**src/core/cpu_regs_map.svh**
```systemverilog
// Offsets, field positions, reset values and fixed sizes of the dedicated register set.
// Included by the register file and by its monitor; holds definitions only.
`ifndef CPU_REGS_MAP_SVH
`define CPU_REGS_MAP_SVH

// Word offsets on the software register port
`define OFS_INSTR_PTR 4'h0
`define OFS_ACC 4'h1
`define OFS_TEMP_ACC 4'h2
`define OFS_OFFSET_REG 4'h3
`define OFS_AUX_PTR 4'h4
`define OFS_STACK_PTR 4'h5
`define OFS_STATUS_WORD 4'h6
`define OFS_CORE_STATE 4'h7

// Reset values
`define RST_INSTR_PTR 16'hfffd
`define RST_IRQ_PRIORITY 2'h3

// Condition flag byte layout
`define CCR_H_BIT 7
`define CCR_I_BIT 6
`define CCR_IL_HI_BIT 5
`define CCR_IL_LO_BIT 4
`define CCR_N_BIT 3
`define CCR_Z_BIT 2
`define CCR_V_BIT 1
`define CCR_C_BIT 0

// Register banks in data memory
`define BANK_BASE_ADDR 16'h0100
`define BANK_COUNT_MAX 6'h20
`define BANK_COUNT_RAM 6'h20
`define BANK_SEL_LSB 3

// Core state word fields
`define STATE_ACCEPT_BIT 0
`define STATE_BANK_OK_BIT 1

`endif

```
**src/core/cpu_regs_pkg.sv**
```systemverilog
// Types shared by the dedicated register set and its flag unit.
// Field layout of the flag byte matches the positions in cpu_regs_map.svh.
package cpu_regs_pkg;

   typedef enum logic [2:0] {
      SEL_INSTR_PTR,
      SEL_ACC,
      SEL_TEMP_ACC,
      SEL_OFFSET_REG,
      SEL_AUX_PTR,
      SEL_STACK_PTR,
      SEL_STATUS_WORD,
      SEL_NONE
   } reg_sel_type;

   typedef enum logic [3:0] {
      OP_ADD,
      OP_ADDC,
      OP_SUB,
      OP_SUBC,
      OP_AND,
      OP_OR,
      OP_XOR,
      OP_SHL,
      OP_SHR,
      OP_DEC_ADJ
   } alu_op_type;

   typedef enum logic [1:0] {
      STACK_HOLD,
      STACK_PUSH,
      STACK_POP
   } stack_move_type;

   typedef struct packed {
      logic h;
      logic i;
      logic [1:0] irq_priority_field;
      logic n;
      logic z;
      logic v;
      logic c;
   } cond_flags_type;

   typedef struct packed {
      logic pc_inc;
      logic pc_load;
      logic [15:0] pc_value;
      stack_move_type stack_move;
      logic wr_en;
      reg_sel_type wr_sel;
      logic [15:0] wr_data;
      logic alu_go;
      alu_op_type alu_op;
      logic alu_wide;
   } exec_ctrl_type;

   typedef struct packed {
      logic [15:0] value;
      cond_flags_type flags;
   } alu_result_type;

endpackage

```
**src/core/cpu_dedicated_registers.sv**
```systemverilog
// Dedicated register set of the CPU core: pointers, accumulators, status word,
// condition flags, interrupt acceptance and register bank addressing.
// Assumes the execution logic and the software port share ref_clk and srst.
// Operation
// - Program counter is a 16-bit register pointing at the next instruction.
// - Accumulator is 16 bits; byte instructions use only its low byte.
// - Temporary accumulator is the second operand; byte instructions use its low byte.
// - A 16-bit index register modifies operand addresses.
// - A 16-bit extra pointer supplies a memory address.
// - A 16-bit stack pointer marks the current stack position.
// - Status word upper byte is bank pointer, lower byte is flag byte.
// - Half-carry set on carry or borrow between bits 3 and 4.
// - Interrupts accepted only while enable flag is 1; reset clears it.
// - Interrupt serviced only if its level outranks the level field.
// - Negative flag copies the result's most significant bit.
// - Zero flag set for zero result, cleared otherwise.
// - Overflow flag set on two's complement overflow, else cleared; decimal adjust here keeps it unchanged.
// - Carry flag set on carry or borrow out of bit 7; word operations here take it from bit 15 instead.
// - Shifts load the carry flag with the shifted-out bit.
// - Byte registers, eight per bank, 32 banks, chosen by bank pointer.
// - Usable banks limited by implemented RAM size.
//
// The implementer's own choices: the placing of the registers and the plain strobed port.
`timescale 1ns/100ps
`include "cpu_regs_map.svh"
module cpu_dedicated_registers
(
   input wire logic ref_clk,
   input wire logic srst,
   input wire logic clk_en,
   input wire logic [3:0] reg_addr,
   input wire logic [15:0] reg_wdata,
   input wire logic reg_wr,
   input wire logic reg_rd,
   output logic [15:0] reg_rdata,
   input wire cpu_regs_pkg::exec_ctrl_type exec_ctrl,
   input wire logic irq_pending,
   input wire logic [1:0] irq_request_level,
   output logic irq_accept,
   input wire logic [2:0] gpr_index,
   output logic [15:0] gpr_addr,
   output logic gpr_bank_ok,
   output logic [15:0] instruction_pointer,
   output logic [15:0] acc,
   output logic [15:0] temp_acc,
   output logic [15:0] offset_reg,
   output logic [15:0] aux_memory_ptr,
   output logic [15:0] stack_top_ptr,
   output logic [15:0] status_word
);

   // Maps a port offset to a register select; shared by reads and writes
   function automatic cpu_regs_pkg::reg_sel_type decode_offset(input logic [3:0] ofs);
      case (ofs)
         `OFS_INSTR_PTR: decode_offset = cpu_regs_pkg::SEL_INSTR_PTR;
         `OFS_ACC: decode_offset = cpu_regs_pkg::SEL_ACC;
         `OFS_TEMP_ACC: decode_offset = cpu_regs_pkg::SEL_TEMP_ACC;
         `OFS_OFFSET_REG: decode_offset = cpu_regs_pkg::SEL_OFFSET_REG;
         `OFS_AUX_PTR: decode_offset = cpu_regs_pkg::SEL_AUX_PTR;
         `OFS_STACK_PTR: decode_offset = cpu_regs_pkg::SEL_STACK_PTR;
         `OFS_STATUS_WORD: decode_offset = cpu_regs_pkg::SEL_STATUS_WORD;
         default: decode_offset = cpu_regs_pkg::SEL_NONE;
      endcase
   endfunction

   // Data registers indexed 0..4: acc, temp, index, extra, stack
   function automatic logic [2:0] data_index(input cpu_regs_pkg::reg_sel_type sel);
      case (sel)
         cpu_regs_pkg::SEL_ACC: data_index = 3'h0;
         cpu_regs_pkg::SEL_TEMP_ACC: data_index = 3'h1;
         cpu_regs_pkg::SEL_OFFSET_REG: data_index = 3'h2;
         cpu_regs_pkg::SEL_AUX_PTR: data_index = 3'h3;
         cpu_regs_pkg::SEL_STACK_PTR: data_index = 3'h4;
         default: data_index = 3'h7;
      endcase
   endfunction

   logic [15:0] pc;
   logic [15:0] next_pc;
   logic [15:0] data_reg [0:4];
   logic [15:0] next_data_reg [0:4];
   logic [7:0] bank_select_ptr;
   logic [7:0] next_bank_select_ptr;
   cpu_regs_pkg::cond_flags_type cond_flags_byte;
   cpu_regs_pkg::cond_flags_type next_cond_flags_byte;
   logic [15:0] rdata;
   logic [15:0] next_rdata;
   cpu_regs_pkg::alu_result_type alu_out;
   cpu_regs_pkg::reg_sel_type bus_sel;
   logic [2:0] bus_idx;
   logic [2:0] exec_idx;
   logic [4:0] bank_num;
   logic [15:0] read_mux;

   cond_flag_unit i_cond_flag_unit
   (
      .op(exec_ctrl.alu_op),
      .wide(exec_ctrl.alu_wide),
      .acc(data_reg[0]),
      .temp(data_reg[1]),
      .flags_in(cond_flags_byte),
      .result(alu_out)
   );

   assign bus_sel = decode_offset(reg_addr);
   assign bus_idx = data_index(bus_sel);
   assign exec_idx = data_index(exec_ctrl.wr_sel);

   // Bank pointer top five bits pick one of 32 banks of eight bytes
   assign bank_num = bank_select_ptr[`BANK_SEL_LSB +: 5];
   assign gpr_addr = `BANK_BASE_ADDR + {8'h00, bank_num, gpr_index};
   assign gpr_bank_ok = ({1'b0, bank_num} < `BANK_COUNT_RAM);

   // Lower code outranks higher; level field 11 still admits levels zero, one and two
   assign irq_accept = cond_flags_byte.i && irq_pending
      && (irq_request_level < cond_flags_byte.irq_priority_field);

   always_comb
   begin
      case (bus_sel)
         cpu_regs_pkg::SEL_INSTR_PTR: read_mux = pc;
         cpu_regs_pkg::SEL_STATUS_WORD: read_mux = {bank_select_ptr, cond_flags_byte};
         cpu_regs_pkg::SEL_NONE:
         begin
            read_mux = 16'h0000;
            if (reg_addr == `OFS_CORE_STATE)
            begin
               read_mux[`STATE_ACCEPT_BIT] = irq_accept;
               read_mux[`STATE_BANK_OK_BIT] = gpr_bank_ok;
            end
         end
         default: read_mux = data_reg[bus_idx];
      endcase
   end

   always_comb
   begin
      next_pc = pc;
      next_bank_select_ptr = bank_select_ptr;
      next_cond_flags_byte = cond_flags_byte;
      for (int k = 0; k < 5; k++)
         next_data_reg[k] = data_reg[k];
      next_rdata = reg_rd ? read_mux : 16'h0000;

      // Software port first, so the execution side wins a same-cycle clash
      if (reg_wr)
      begin
         case (bus_sel)
            cpu_regs_pkg::SEL_INSTR_PTR: next_pc = reg_wdata;
            cpu_regs_pkg::SEL_STATUS_WORD:
            begin
               next_bank_select_ptr = reg_wdata[15:8];
               next_cond_flags_byte = reg_wdata[7:0];
            end
            cpu_regs_pkg::SEL_NONE: next_pc = pc;
            default: next_data_reg[bus_idx] = reg_wdata;
         endcase
      end

      if (exec_ctrl.pc_load)
         next_pc = exec_ctrl.pc_value;
      else if (exec_ctrl.pc_inc)
         next_pc = pc + 16'h0001;

      // Stack pushes move down by one byte, pops move up
      case (exec_ctrl.stack_move)
         cpu_regs_pkg::STACK_PUSH: next_data_reg[4] = data_reg[4] - 16'h0001;
         cpu_regs_pkg::STACK_POP: next_data_reg[4] = data_reg[4] + 16'h0001;
         default: next_data_reg[4] = next_data_reg[4];
      endcase

      if (exec_ctrl.wr_en)
      begin
         case (exec_ctrl.wr_sel)
            cpu_regs_pkg::SEL_INSTR_PTR: next_pc = exec_ctrl.wr_data;
            cpu_regs_pkg::SEL_STATUS_WORD:
            begin
               next_bank_select_ptr = exec_ctrl.wr_data[15:8];
               next_cond_flags_byte = exec_ctrl.wr_data[7:0];
            end
            cpu_regs_pkg::SEL_NONE: next_pc = next_pc;
            default: next_data_reg[exec_idx] = exec_ctrl.wr_data;
         endcase
      end

      // Result lands in the accumulator; byte results leave its high byte alone
      if (exec_ctrl.alu_go)
      begin
         if (exec_ctrl.alu_wide)
            next_data_reg[0] = alu_out.value;
         else
            next_data_reg[0] = {data_reg[0][15:8], alu_out.value[7:0]};
         next_cond_flags_byte = alu_out.flags;
      end
   end

   // Data registers carry no reset, so a reset never disturbs their contents
   always_ff @(posedge ref_clk)
   begin
      if (clk_en)
      begin
         for (int k = 0; k < 5; k++)
            data_reg[k] <= next_data_reg[k];
      end
   end

   always_ff @(posedge ref_clk)
   begin
      if (srst)
      begin
         pc <= `RST_INSTR_PTR;
         bank_select_ptr <= 8'h00;
         cond_flags_byte <= 8'h00;
         cond_flags_byte.i <= 1'b0;
         cond_flags_byte.irq_priority_field <= `RST_IRQ_PRIORITY;
         rdata <= 16'h0000;
      end
      else if (clk_en)
      begin
         pc <= next_pc;
         bank_select_ptr <= next_bank_select_ptr;
         cond_flags_byte <= next_cond_flags_byte;
         rdata <= next_rdata;
      end
   end

   assign reg_rdata = rdata;
   assign instruction_pointer = pc;
   assign acc = data_reg[0];
   assign temp_acc = data_reg[1];
   assign offset_reg = data_reg[2];
   assign aux_memory_ptr = data_reg[3];
   assign stack_top_ptr = data_reg[4];
   assign status_word = {bank_select_ptr, cond_flags_byte};

endmodule

```
**src/core/cond_flag_unit.sv**
```systemverilog
// Arithmetic, logic and shift unit that produces a result and the new flag byte.
// Assumes operands come straight from the accumulator and temporary accumulator.
`timescale 1ns/100ps
module cond_flag_unit
(
   input wire cpu_regs_pkg::alu_op_type op,
   input wire logic wide,
   input wire logic [15:0] acc,
   input wire logic [15:0] temp,
   input wire cpu_regs_pkg::cond_flags_type flags_in,
   output cpu_regs_pkg::alu_result_type result
);

   logic [16:0] sum;
   logic [4:0] nib;
   logic [15:0] val;
   logic [7:0] adj;
   logic cin;
   logic sub;
   logic msb_a;
   logic msb_b;
   logic msb_r;
   cpu_regs_pkg::cond_flags_type f;

   always_comb
   begin
      f = flags_in;
      cin = (op == cpu_regs_pkg::OP_ADDC || op == cpu_regs_pkg::OP_SUBC) ? flags_in.c : 1'b0;
      sub = (op == cpu_regs_pkg::OP_SUB || op == cpu_regs_pkg::OP_SUBC);
      // Narrow ops see only the low bytes
      if (wide)
      begin
         sum = sub ? ({1'b0, acc} - {1'b0, temp} - {16'h0000, cin})
                   : ({1'b0, acc} + {1'b0, temp} + {16'h0000, cin});
      end
      else
      begin
         sum = sub ? ({9'h000, acc[7:0]} - {9'h000, temp[7:0]} - {16'h0000, cin})
                   : ({9'h000, acc[7:0]} + {9'h000, temp[7:0]} + {16'h0000, cin});
      end
      nib = sub ? ({1'b0, acc[3:0]} - {1'b0, temp[3:0]} - {4'h0, cin})
                : ({1'b0, acc[3:0]} + {1'b0, temp[3:0]} + {4'h0, cin});
      msb_a = wide ? acc[15] : acc[7];
      msb_b = wide ? temp[15] : temp[7];
      adj = 8'h00;
      val = sum[15:0];
      case (op)
         cpu_regs_pkg::OP_ADD, cpu_regs_pkg::OP_ADDC, cpu_regs_pkg::OP_SUB,
         cpu_regs_pkg::OP_SUBC:
         begin
            val = wide ? sum[15:0] : {8'h00, sum[7:0]};
            f.h = nib[4];
            f.c = wide ? sum[16] : sum[8];
         end
         cpu_regs_pkg::OP_AND: val = wide ? (acc & temp) : {8'h00, acc[7:0] & temp[7:0]};
         cpu_regs_pkg::OP_OR: val = wide ? (acc | temp) : {8'h00, acc[7:0] | temp[7:0]};
         cpu_regs_pkg::OP_XOR: val = wide ? (acc ^ temp) : {8'h00, acc[7:0] ^ temp[7:0]};
         cpu_regs_pkg::OP_SHL:
         begin
            val = wide ? {acc[14:0], 1'b0} : {8'h00, acc[6:0], 1'b0};
            f.c = msb_a;
         end
         cpu_regs_pkg::OP_SHR:
         begin
            val = wide ? {1'b0, acc[15:1]} : {9'h000, acc[7:1]};
            f.c = acc[0];
         end
         cpu_regs_pkg::OP_DEC_ADJ:
         begin
            // Decimal correction after a byte add, driven by the half-carry
            if (flags_in.h || acc[3:0] > 4'h9)
               adj[3:0] = 4'h6;
            if (flags_in.c || acc[7:0] > 8'h99)
               adj[7:4] = 4'h6;
            val = {8'h00, acc[7:0] + adj};
            f.c = flags_in.c || (acc[7:0] > 8'h99);
         end
         default: val = acc;
      endcase
      msb_r = wide ? val[15] : val[7];
      f.n = msb_r;
      f.z = wide ? (val == 16'h0000) : (val[7:0] == 8'h00);
      case (op)
         cpu_regs_pkg::OP_ADD, cpu_regs_pkg::OP_ADDC:
            f.v = (msb_a == msb_b) && (msb_r != msb_a);
         cpu_regs_pkg::OP_SUB, cpu_regs_pkg::OP_SUBC:
            f.v = (msb_a != msb_b) && (msb_r != msb_a);
         cpu_regs_pkg::OP_DEC_ADJ: f.v = flags_in.v;
         default: f.v = 1'b0;
      endcase
      result.value = val;
      result.flags = f;
   end

endmodule

```
**config.mk**
```make
export PLATFORM = sky130hd
export DESIGN_NAME = cpu_dedicated_registers
export DESIGN_NICKNAME = d
export VERILOG_FILES = /design/src/core/cpu_regs_pkg.sv /design/src/core/cpu_dedicated_registers.sv /design/src/core/cond_flag_unit.sv
export VERILOG_INCLUDE_DIRS = /design/src /design/src/core
export SDC_FILE = /design/constraint.sdc
export NUM_CORES = 1
export LEC_CHECK = 0
export ABC_AREA = 1
export BUFFER_PORTS_ARGS = -buffer_cell sky130_fd_sc_hd__buf_2
export CORE_MARGIN = 3
export CORE_UTILIZATION = 25
export CTS_CLUSTER_SIZE = 20
export DETAILED_ROUTE_END_ITERATION = 7
export REMOVE_ABC_BUFFERS = 1
export SLEW_MARGIN = 20
export SYNTH_ARGS = -nofsm -noshare
export SYNTH_HDL_FRONTEND = slang
export SYNTH_SLANG_ARGS = --single-unit
```
**constraint.sdc**
```tcl
create_clock -name ref_clk -period 3.4 [get_ports ref_clk]
set_input_delay 0 -clock ref_clk [delete_from_list [all_inputs] [get_ports ref_clk]]
set_output_delay 0 -clock ref_clk [all_outputs]
set_load 0.02 [all_outputs]
```
After elaboration in Yosys (flattened, before gate mapping)
Memory sizes are Yosys's and may differ from the RTL's.
Index checks and enable logic that the tools add are counted.
{"block": "classes", "addsub": 17, "multipliers": 0, "div_mod_pow": 0, "order_cmp": 7, "n_eq_ne": 38, "shift": 0, "mux": 60, "bitwise": 9, "n_reduce_logical": 25}
{"cell": "$mux W80", "n": 4}
{"cell": "$mux W16", "n": 16}
{"cell": "$bwmux W80", "n": 2}
{"cell": "$pmux W16 S7", "n": 1}
{"cell": "$demux W16 S3", "n": 2}
{"cell": "$mux W8", "n": 9}
{"cell": "$mux W17", "n": 3}
{"cell": "$pmux W16 S3", "n": 1}
{"cell": "$add A17 B1 Y17", "n": 2}
{"cell": "$sub A17 B1 Y17", "n": 2}
{"cell": "$add A16 B1 Y16 const B", "n": 2}
{"cell": "$eq A4 B3 Y1 const B", "n": 8}
{"cell": "$pmux W16 S2", "n": 1}
{"cell": "$pmux W3 S5", "n": 2}
{"cell": "$eq A3 B3 Y1 const B", "n": 8}
{"cell": "$pmux W3 S7", "n": 1}
{"cell": "$add A16 B16 Y17", "n": 1}
{"cell": "$sub A16 B16 Y17", "n": 1}
{"cell": "$and A16 B16 Y16", "n": 1}
{"cell": "$eq A4 B2 Y1 const B", "n": 4}
{"cell": "$logic_not A16 Y1", "n": 1}
{"cell": "$or A16 B16 Y16", "n": 1}
{"cell": "$sub A16 B1 Y16 const B", "n": 1}
{"cell": "$xor A16 B16 Y16", "n": 1}
{"cell": "46 further kinds", "n": 81}
{"block": "word_totals", "reg_bits": 48, "latch_bits": 0, "ram_bits": 80, "mem_bits_ro": 0, "out_inout_bits": 146, "word_cells": 167, "n_memories": 1}
{"memory": "data_reg", "words": 5, "word_bits": 16, "read_ports": 6, "rd_clocked_by_memory_dff": 0, "wr": 5, "line_no": "cpu_dedicated_registers.sv:80", "source": "logic [15:0] data_reg [0:4];"}

Depth between registers and ports, before layout
Gate-level depths: netlist of the first run.
{"block": "depth", "word_depth": 17, "ltp_mapped": 23}

By module
Synthesis of the first run repeated with hierarchy kept, for this count alone.
{"block": "unflattened", "hier_cells": 2466, "area_unflattened_um2": 14880.5}
{"module": "cpu_dedicated_registers", "instances": 1, "cells_per_inst": 1699, "area_each_um2": 10505.1, "seq_area_each_um2": 3363.2}
{"module": "cond_flag_unit", "instances": 1, "cells_per_inst": 767, "area_each_um2": 4375.4, "seq_area_each_um2": 0.0}

Least setup slack after synthesis of the first run
No wires, ideal clock.
{"block": "synth_path", "path_type": "register -> register", "start": "memory data_reg[0][1]", "end": "memory data_reg[0][8], data pin", "setup_time_ns": 0.269, "arrival_ns": 2.987, "setup_slack_ns": 0.144, "path_stages_with_launch": 21, "synth_period_minus_slack_ns": 3.256, "path_cell_list": "edfxtp_1 > inv_1 > ha_1 > inv_1 > nand3_1 > nand2_1 > xor2_1 > nand2_1 > nor2_1 > nand4_1 > ha_1 > nand2_1 > nand2_1 > inv_1 > nand2_1 > nand2_1 > nand2_1 > nand2_1 > nand2_1 > nand2_1 > o21ai_0"}
{"item": "start, declared", "line_no": "cpu_dedicated_registers.sv:80"}

==> impl_metrics.tcl, run 1 <==
set metrics [dict create \
    clk_latency_ps 450 \
    drc_errors 0 \
    final_common_cell "nand2_1" \
    syn_inst 2065 \
    largest_reg_flops 80 \
    rsz0062_at_grt "yes" \
    skew_ps 8.65 \
    power_density_nw_per_um2 396 \
    tightest_slew_ps 1110 \
    die_area_um2 56900 \
    fin_crit_ps 3220 \
    cts_tree "yes" \
    fin_crit_sh 0.946 \
    grt_pass1_vias 14685 \
    grt_start_max_net_pins 72 \
    synth_edf_count 80 \
    antennaDiodeCount 0 \
    dp_slack_ps 129 \
    fin_tns_setup_ps 0 \
    endpoint "status_word[2]" \
    hold_path_class "in2out" \
    avgRoutedWirePerCell_um 20.6 \
    use_met3 0.0228 \
    whs_ps 0.185 \
    post_dp_cell_area_um2 15600 \
    worstPathMaxFanout 8 \
    clockBufferDepth 2 \
    start_kind "flop" \
    worstReg2RegStart "data_reg[1][5]" \
    reg2regPathDepth 17 \
    clock_sinks 128 \
    dp_hpwl_um 49000 \
    fin_area_um2 16700 \
    synth_mux_area_frac 0 \
    path_class "reg2reg" \
    cp.depth 17 \
    clock.fmax_mhz 311 \
    grt_use_total 0.212 \
    nNetsFinal 2508 \
    antenna_found_initial 0 \
    placementRows 84 \
    drive_above_1_share 0.159 \
    maxCapViolCount 0 \
    io-pin-count 223 \
    synth-xor-area-share 0.0136 \
    layout_common_cells "nand2_1, o21ai_0, inv_1" \
    clk_pin_slew_ps 60 \
    final_util 0.315 \
    synth-compound-area-share 0.288 \
    hold_viol_final 0 \
    r2r-end "status_word[2]" \
    start_util 0.255 \
    synth.distinct_cells 55 \
    status "complete, no violations" \
    grtUsageMet1 0.291 \
    io_buffers 207 \
    syn_avg_cell_area_um2 6.55 \
    synthSimpleGateAreaFrac 0.227 \
    wirelength_um 62100 \
    ir_worst_vdd_uv 346 \
    synth-seq-area-share 0.249 \
    cp.arrival_ps 3590 \
    crit_slowest_cell "edfxtp_1" \
    overflow 0 \
    vias_per_cell 5.32 \
    ys.flop_type "edfxtp_1" \
    h-tree-depth 4 \
    ff2ff_setup_slack_ps 180 \
    drt_iter0_drc 1914 \
    fp.dieH_um 239 \
    area_growth_pct 23.6 \
    setup_viol 0 \
    numCtsBuffers 17 \
    synth-seq-cells 128 \
    routabilityCongestion 0.992 \
    synth_top_family_by_area "compound AO/OA/AOI/OAI gates" \
    final_antenna_net_count 0 \
    slew_headroom 0.257 \
    slew_violations 0 \
    die-width_um 239 \
    core_um2 53100 \
    crit_family "simple AND/OR/NAND/NOR gates" \
    syn-cell-area_um2 13500 \
    drt-pass1-iter-count 7 \
    setup_slack_ps 185 \
    critPathRequiredTime_ps 3770 \
    synth_adder_area_share 0.108 \
    critPathLaunch "data_reg[1][5]" \
    critical_path.cell_chain "inv_1, ha_4, ha_1, nand2_1, nor2_1, nand3_1, nand4_1, nand3_1, nand3_1, nand2_1, nand2_1, nand2_1, nor2_1, nand3_1, o21bai_1, nand2_1, a21oi_2" \
    ctsRootBufferMaster "clkbuf_16" \
    vias 16053 \
    grt_pass1_wl_um 92000 \
    slowest_delay_ps 510 \
    power_leakage_uw 0.00777 \
    synth_async_sr_flop_share 0 \
    crit_buf_inv 1 \
    crit_top_cell "nand2_1" \
    synth_warnings 0 \
    grt_use_met2 0.352 \
    cp-end-kind "flop" \
    busiest_layer "met2" \
    min_path_cells 0 \
]
[per-layer routing]
layer  wire length (um)  up-vias  share of wire
li1                   -     7598              -
met1              26700     7512           0.43
met2              28800      857           0.46
met3               5130       86          0.083
met4               1450        0          0.023
met5                  0        -              0
[synthesized netlist by cell type, types with 6 or more instances]
cell / count / area share
nand2_1: 434 / 0.12
o21ai_0: 259 / 0.096
inv_1: 257 / 0.071
a21oi_1: 221 / 0.082
nor2_1: 128 / 0.036
nand3_1: 117 / 0.043
ha_1: 104 / 0.096
edfxtp_1: 80 / 0.18
o211ai_1: 78 / 0.043
clkbuf_1: 68 / 0.019
dfxtp_1: 48 / 0.071
a211oi_1: 24 / 0.013
o22ai_1: 24 / 0.011
nand4_1: 22 / 0.010
buf_4: 19 / 0.011
buf_2: 17 / 0.0063
xor2_1: 16 / 0.010
a31oi_1: 13 / 0.0060
nor3_1: 13 / 0.0048
o221ai_1: 13 / 0.0084
buf_1: 10 / 0.0028
fa_1: 8 / 0.012
a221oi_1: 7 / 0.0045
a21boi_0: 6 / 0.0033
inv_2: 6 / 0.0017
o21a_1: 6 / 0.0033
o21ai_1: 6 / 0.0022
[where the power goes]
group | switching [uW] | leakage [uW] | internal (uW)
combinational | 1840 | 0.00630 | 973
sequential | 145 | 0.00118 | 1820
clock | 771 | 0.000286 | 1070
total | 2750 | 0.00777 | 3860
[cell families (layout without fill, tap and decap cells)]
group,after synthesis,count (layout)
xor gates and xnor gates,21,21
DFF,128,128
AOI/OAI and AO/OA,681,681
adders and majority gates,112,112
other,2,9
buffers and inverters,383,643
and+or+nand+nor,738,738
[final cells by class]
class                      instances  area, um2
inverter                         268       1010
clock inverter                    12        108
multi-input combinational       1561       8730
timing repair buffer             343       2170
clock buffer                      20        468
tap                              688        861
sequential                       128       3360
fill                            5822      36400
[worst min path at each step]
stage | endpoint | slack, ps | start
after floorplan | gpr_addr[0] | 0 | gpr_index[0]
after global routing | gpr_addr[1] | 0.1 | gpr_index[1]
final | gpr_addr[0] | 0.2 | gpr_index[0]
after detailed placement | gpr_addr[0] | 0.2 | gpr_index[0]
after global placement | gpr_addr[0] | 0.2 | gpr_index[0]
after CTS | gpr_addr[0] | 0.2 | gpr_index[0]
[per-stage QoR]
stage / std cells / total power, uW
2_1_floorplan: 1957 / 3640
3_3_place_gp: 2943 / 4650
3_5_place_dp: 2943 / 4650
4_1_cts: 3018 / 6530
5_1_grt: 3020 / 6990
6_report: 3020 / 6610
[worst register-to-register path: stages, from the launching register on]
cell      delay (ps)
edfxtp_1         510
inv_1            260
ha_4             280
ha_1             390
nand2_1          130
nor2_1           240
nand3_1          170
nand4_1          120
nand3_1           90
nand3_1          100
nand2_1           70
nand2_1          100
nand2_1           60
nor2_1           120
nand3_1          100
o21bai_1         190
nand2_1           90
a21oi_2          120
[timing repair]
action,CTS,global route
endpoints found under the setup margin,0,8
setup buffers,0,2
gates resized for setup,0,24
endpoints found under the hold margin,57,0
hold buffers,43,0
Note: power is estimated with default switching activity, not from simulation.
==> run 2, diff against run 1 <==
Settings changed: CTS_BUF_LIST set to sky130_fd_sc_hd__clkbuf_2 sky130_fd_sc_hd__clkbuf_4 sky130_fd_sc_hd__clkbuf_8, SYNTH_HIERARCHICAL set to 1.
Clock period 3.4 ns to 3.71 ns, I/O delays scaled along.
==> impl_metrics.tcl, run 2 <==
set metrics [dict create \
    synth.top_cells.by_count "nand2_1, inv_1, o21ai_0" \
    cp.arrival_ps 3830 \
    dp_slack_ps 135 \
    power_density_nw_per_um2 351 \
    slowest_delay_ps 350 \
    grt_pass1_vias 15867 \
    nNetsFinal 2855 \
    ff2ff_setup_slack_ps 290 \
    vias_per_cell 5.02 \
    min_to "gpr_addr[0]" \
    layout_common_cells "nand2_1, inv_1, o21ai_0" \
    synth_async_sr_flop_share 0 \
    fillCellCount 6601 \
    drt-pass1-iter-count 8 \
    clock.fmax_mhz 293 \
    slew_violations 0 \
    critPathRequiredTime_ps 4120 \
    synth.distinct_cells 53 \
    worstReg2RegStart "status_word[0]" \
    wirelength_um 67600 \
    power_leakage_uw 0.00899 \
    synth.top_cells.by_area "nand2_1, edfxtp_1, inv_1" \
    fin_tns_setup_ps 0 \
    post_dp_cell_area_um2 16800 \
    clk_latency_ps 480 \
    cp-end-kind "flop" \
    synth_warnings 6 \
    syn_avg_cell_area_um2 6.03 \
    start_util 0.255 \
    ir_worst_vdd_uv 232 \
    worstPathMaxFanout 3 \
    die-width_um 250 \
    setup_slack_ps 291 \
    skew_ps 9.92 \
    grt_use_total 0.207 \
    clock_sinks 128 \
    maxCapViolCount 0 \
    critical_path.cell_chain "nand2_2, nor2_2, xor2_1, inv_1, ha_1, o21bai_2, ha_1, nor2_1, o21a_1, xor2_1, nor2_1, o21ai_0, o21ai_0, nand2_1, nand3_1, o21ai_0, nand4_1, nor2_1, nor2_1, nor2_1, nand2_1, a21oi_1" \
    reg2regPathDepth 22 \
    path_class "reg2reg" \
    h-tree-depth 4 \
    cts_tree "yes" \
    io_buffers 207 \
    critPathLaunch "status_word[0]" \
    core_um2 58200 \
    synth.largest_area_cell "nand2_1" \
    fin_crit_sh 0.921 \
    grt_pass1_wl_um 99400 \
    hold_start "gpr_index[0]" \
    setup_viol 0 \
    vias 17342 \
    fin_crit_ps 3420 \
    final_antenna_net_count 0 \
    status "complete, no violations" \
    r2r-end "status_word[2]" \
    fin_area_um2 17600 \
    crit_slowest_cell "dfxtp_1" \
    ys.flop_type "edfxtp_1" \
    grt_start_max_net_pins 80 \
    hold_path_class "in2out" \
    placementRows 88 \
    drt_iter0_drc 1818 \
    overflow 0 \
    drc_errors 0 \
    busiest_layer "met2" \
    synth_top_cell_area_share 0.188 \
    crit_top_cell "nor2_1" \
    synth-seq-area-share 0.226 \
    synth-seq-cells 128 \
    clk_pin_slew_ps 90 \
    hold_viol_final 0 \
    grt_use_met2 0.328 \
    synth_edf_count 80 \
    grtUsageMet1 0.278 \
    slew_headroom 0.258 \
    clockBufferDepth 2 \
    use_met3 0.0398 \
    start_kind "flop" \
    tightest_slew_ps 1110 \
    antenna_found_initial 3 \
    min_path_cells 0 \
    numCtsBuffers 17 \
    area_growth_pct 18.5 \
    syn_inst 2466 \
    dp_hpwl_um 53300 \
    die_area_um2 62500 \
    routabilityCongestion 1.00 \
    rsz0062_at_grt "no" \
    final_common_cell "nand2_1" \
    drive_above_1_share 0.141 \
    ctsRootBufferMaster "clkbuf_8" \
    io-pin-count 223 \
    fp.dieH_um 250 \
    syn-cell-area_um2 14900 \
    synth.most_common_cell "nand2_1" \
    avgRoutedWirePerCell_um 19.6 \
    largest_reg_flops 80 \
]
[run 2: changes by cell type in the layout (fill, tap and decap cells not counted), moves of 18 or more]
cell	previous run	this run
clkbuf_16	18	0
nand2_1	430	743
buf_4	94	73
a211oi_1	24	2
inv_1	255	353
o21ai_1	7	44
nand3_1	116	191
o211ai_1	78	41
a21oi_1	219	159
o21ai_0	257	227
[run 2: where the power goes]
group	internal, uW	leakage [uW]	total (uW)	switching [uW]
registers	1670	0.00118	1830	161
clock network	739	0.000225	1390	653
logic	990	0.00758	2960	1970
[run 2: logic make-up (layout without fill, tap and decap cells)]
group / Yosys count / after routing / synth area share
compound gates: 544 / 544 / 0.201
xor+xnor: 20 / 20 / 0.0118
fa+ha+maj: 100 / 100 / 0.0871
buf+inv: 496 / 714 / 0.137
flops: 128 / 128 / 0.226
other cells: 2 / 11 / 0.000505
simple gates: 1176 / 1176 / 0.337
[run 2: layout make-up]
class                      count  area, um2  area share
multi-input combinational   1849       9550       0.542
sequential                   128       3360       0.191
timing repair buffer         316       1950       0.111
inverter                     366       1380      0.0781
tap                          765        957      0.0543
clock buffer                  18        241      0.0137
clock inverter                14        188      0.0106
antenna                        2       5.00    0.000284
[run 2: worst max-delay path, delay by kind of cell, from the launching register on]
kind | cells | cell delay, ps
AO/OA/AOI/OAI | 6 | 1040
XOR/XNOR | 2 | 390
AND/OR/NAND/NOR | 11 | 1160
adder cells (fa/ha/maj) | 2 | 350
flip-flops | 1 | 350
buffers and inverters | 1 | 60
[run 2: stage by stage]
stage / instances / hold slack, ps / utilization / total power, uW
2_1_floorplan: 2343 / 0 / - / 3640
3_3_place_gp: 3387 / 0.161 / 0.288 / 4720
3_5_place_dp: 3387 / 0.161 / 0.288 / 4710
4_1_cts: 3456 / 0.161 / 0.302 / 6140
5_1_grt: 3457 / 0.120 / 0.303 / 6590
6_report: 3458 / 0.185 / 0.303 / 6180
[run 2: what timing repair did]
item / 4_1_cts / 5_1_grt
setup endpoints to repair: 0 / 3
buffers inserted: 0 / 0
gates resized for setup: 0 / 19
hold endpoints to repair: 54 / 0
hold buffers: 37 / 0
[run 2: per-layer routing]
metal	vias up	routed length, um	part of all wire
met1	7885	28700	0.42
met4	2	2600	0.038
met2	863	29900	0.44
li1	8484	-	-
met5	-	20	0.00030
met3	108	6440	0.095
[run 2: worst max-delay path by stage]
stage	endpoint	cells after the start
2_1_floorplan	status_word[0]	25
3_5_place_dp	status_word[0]	25
5_1_grt	status_word[2]	20
6_report	status_word[2]	22
3_3_place_gp	status_word[0]	25
4_1_cts	status_word[0]	25
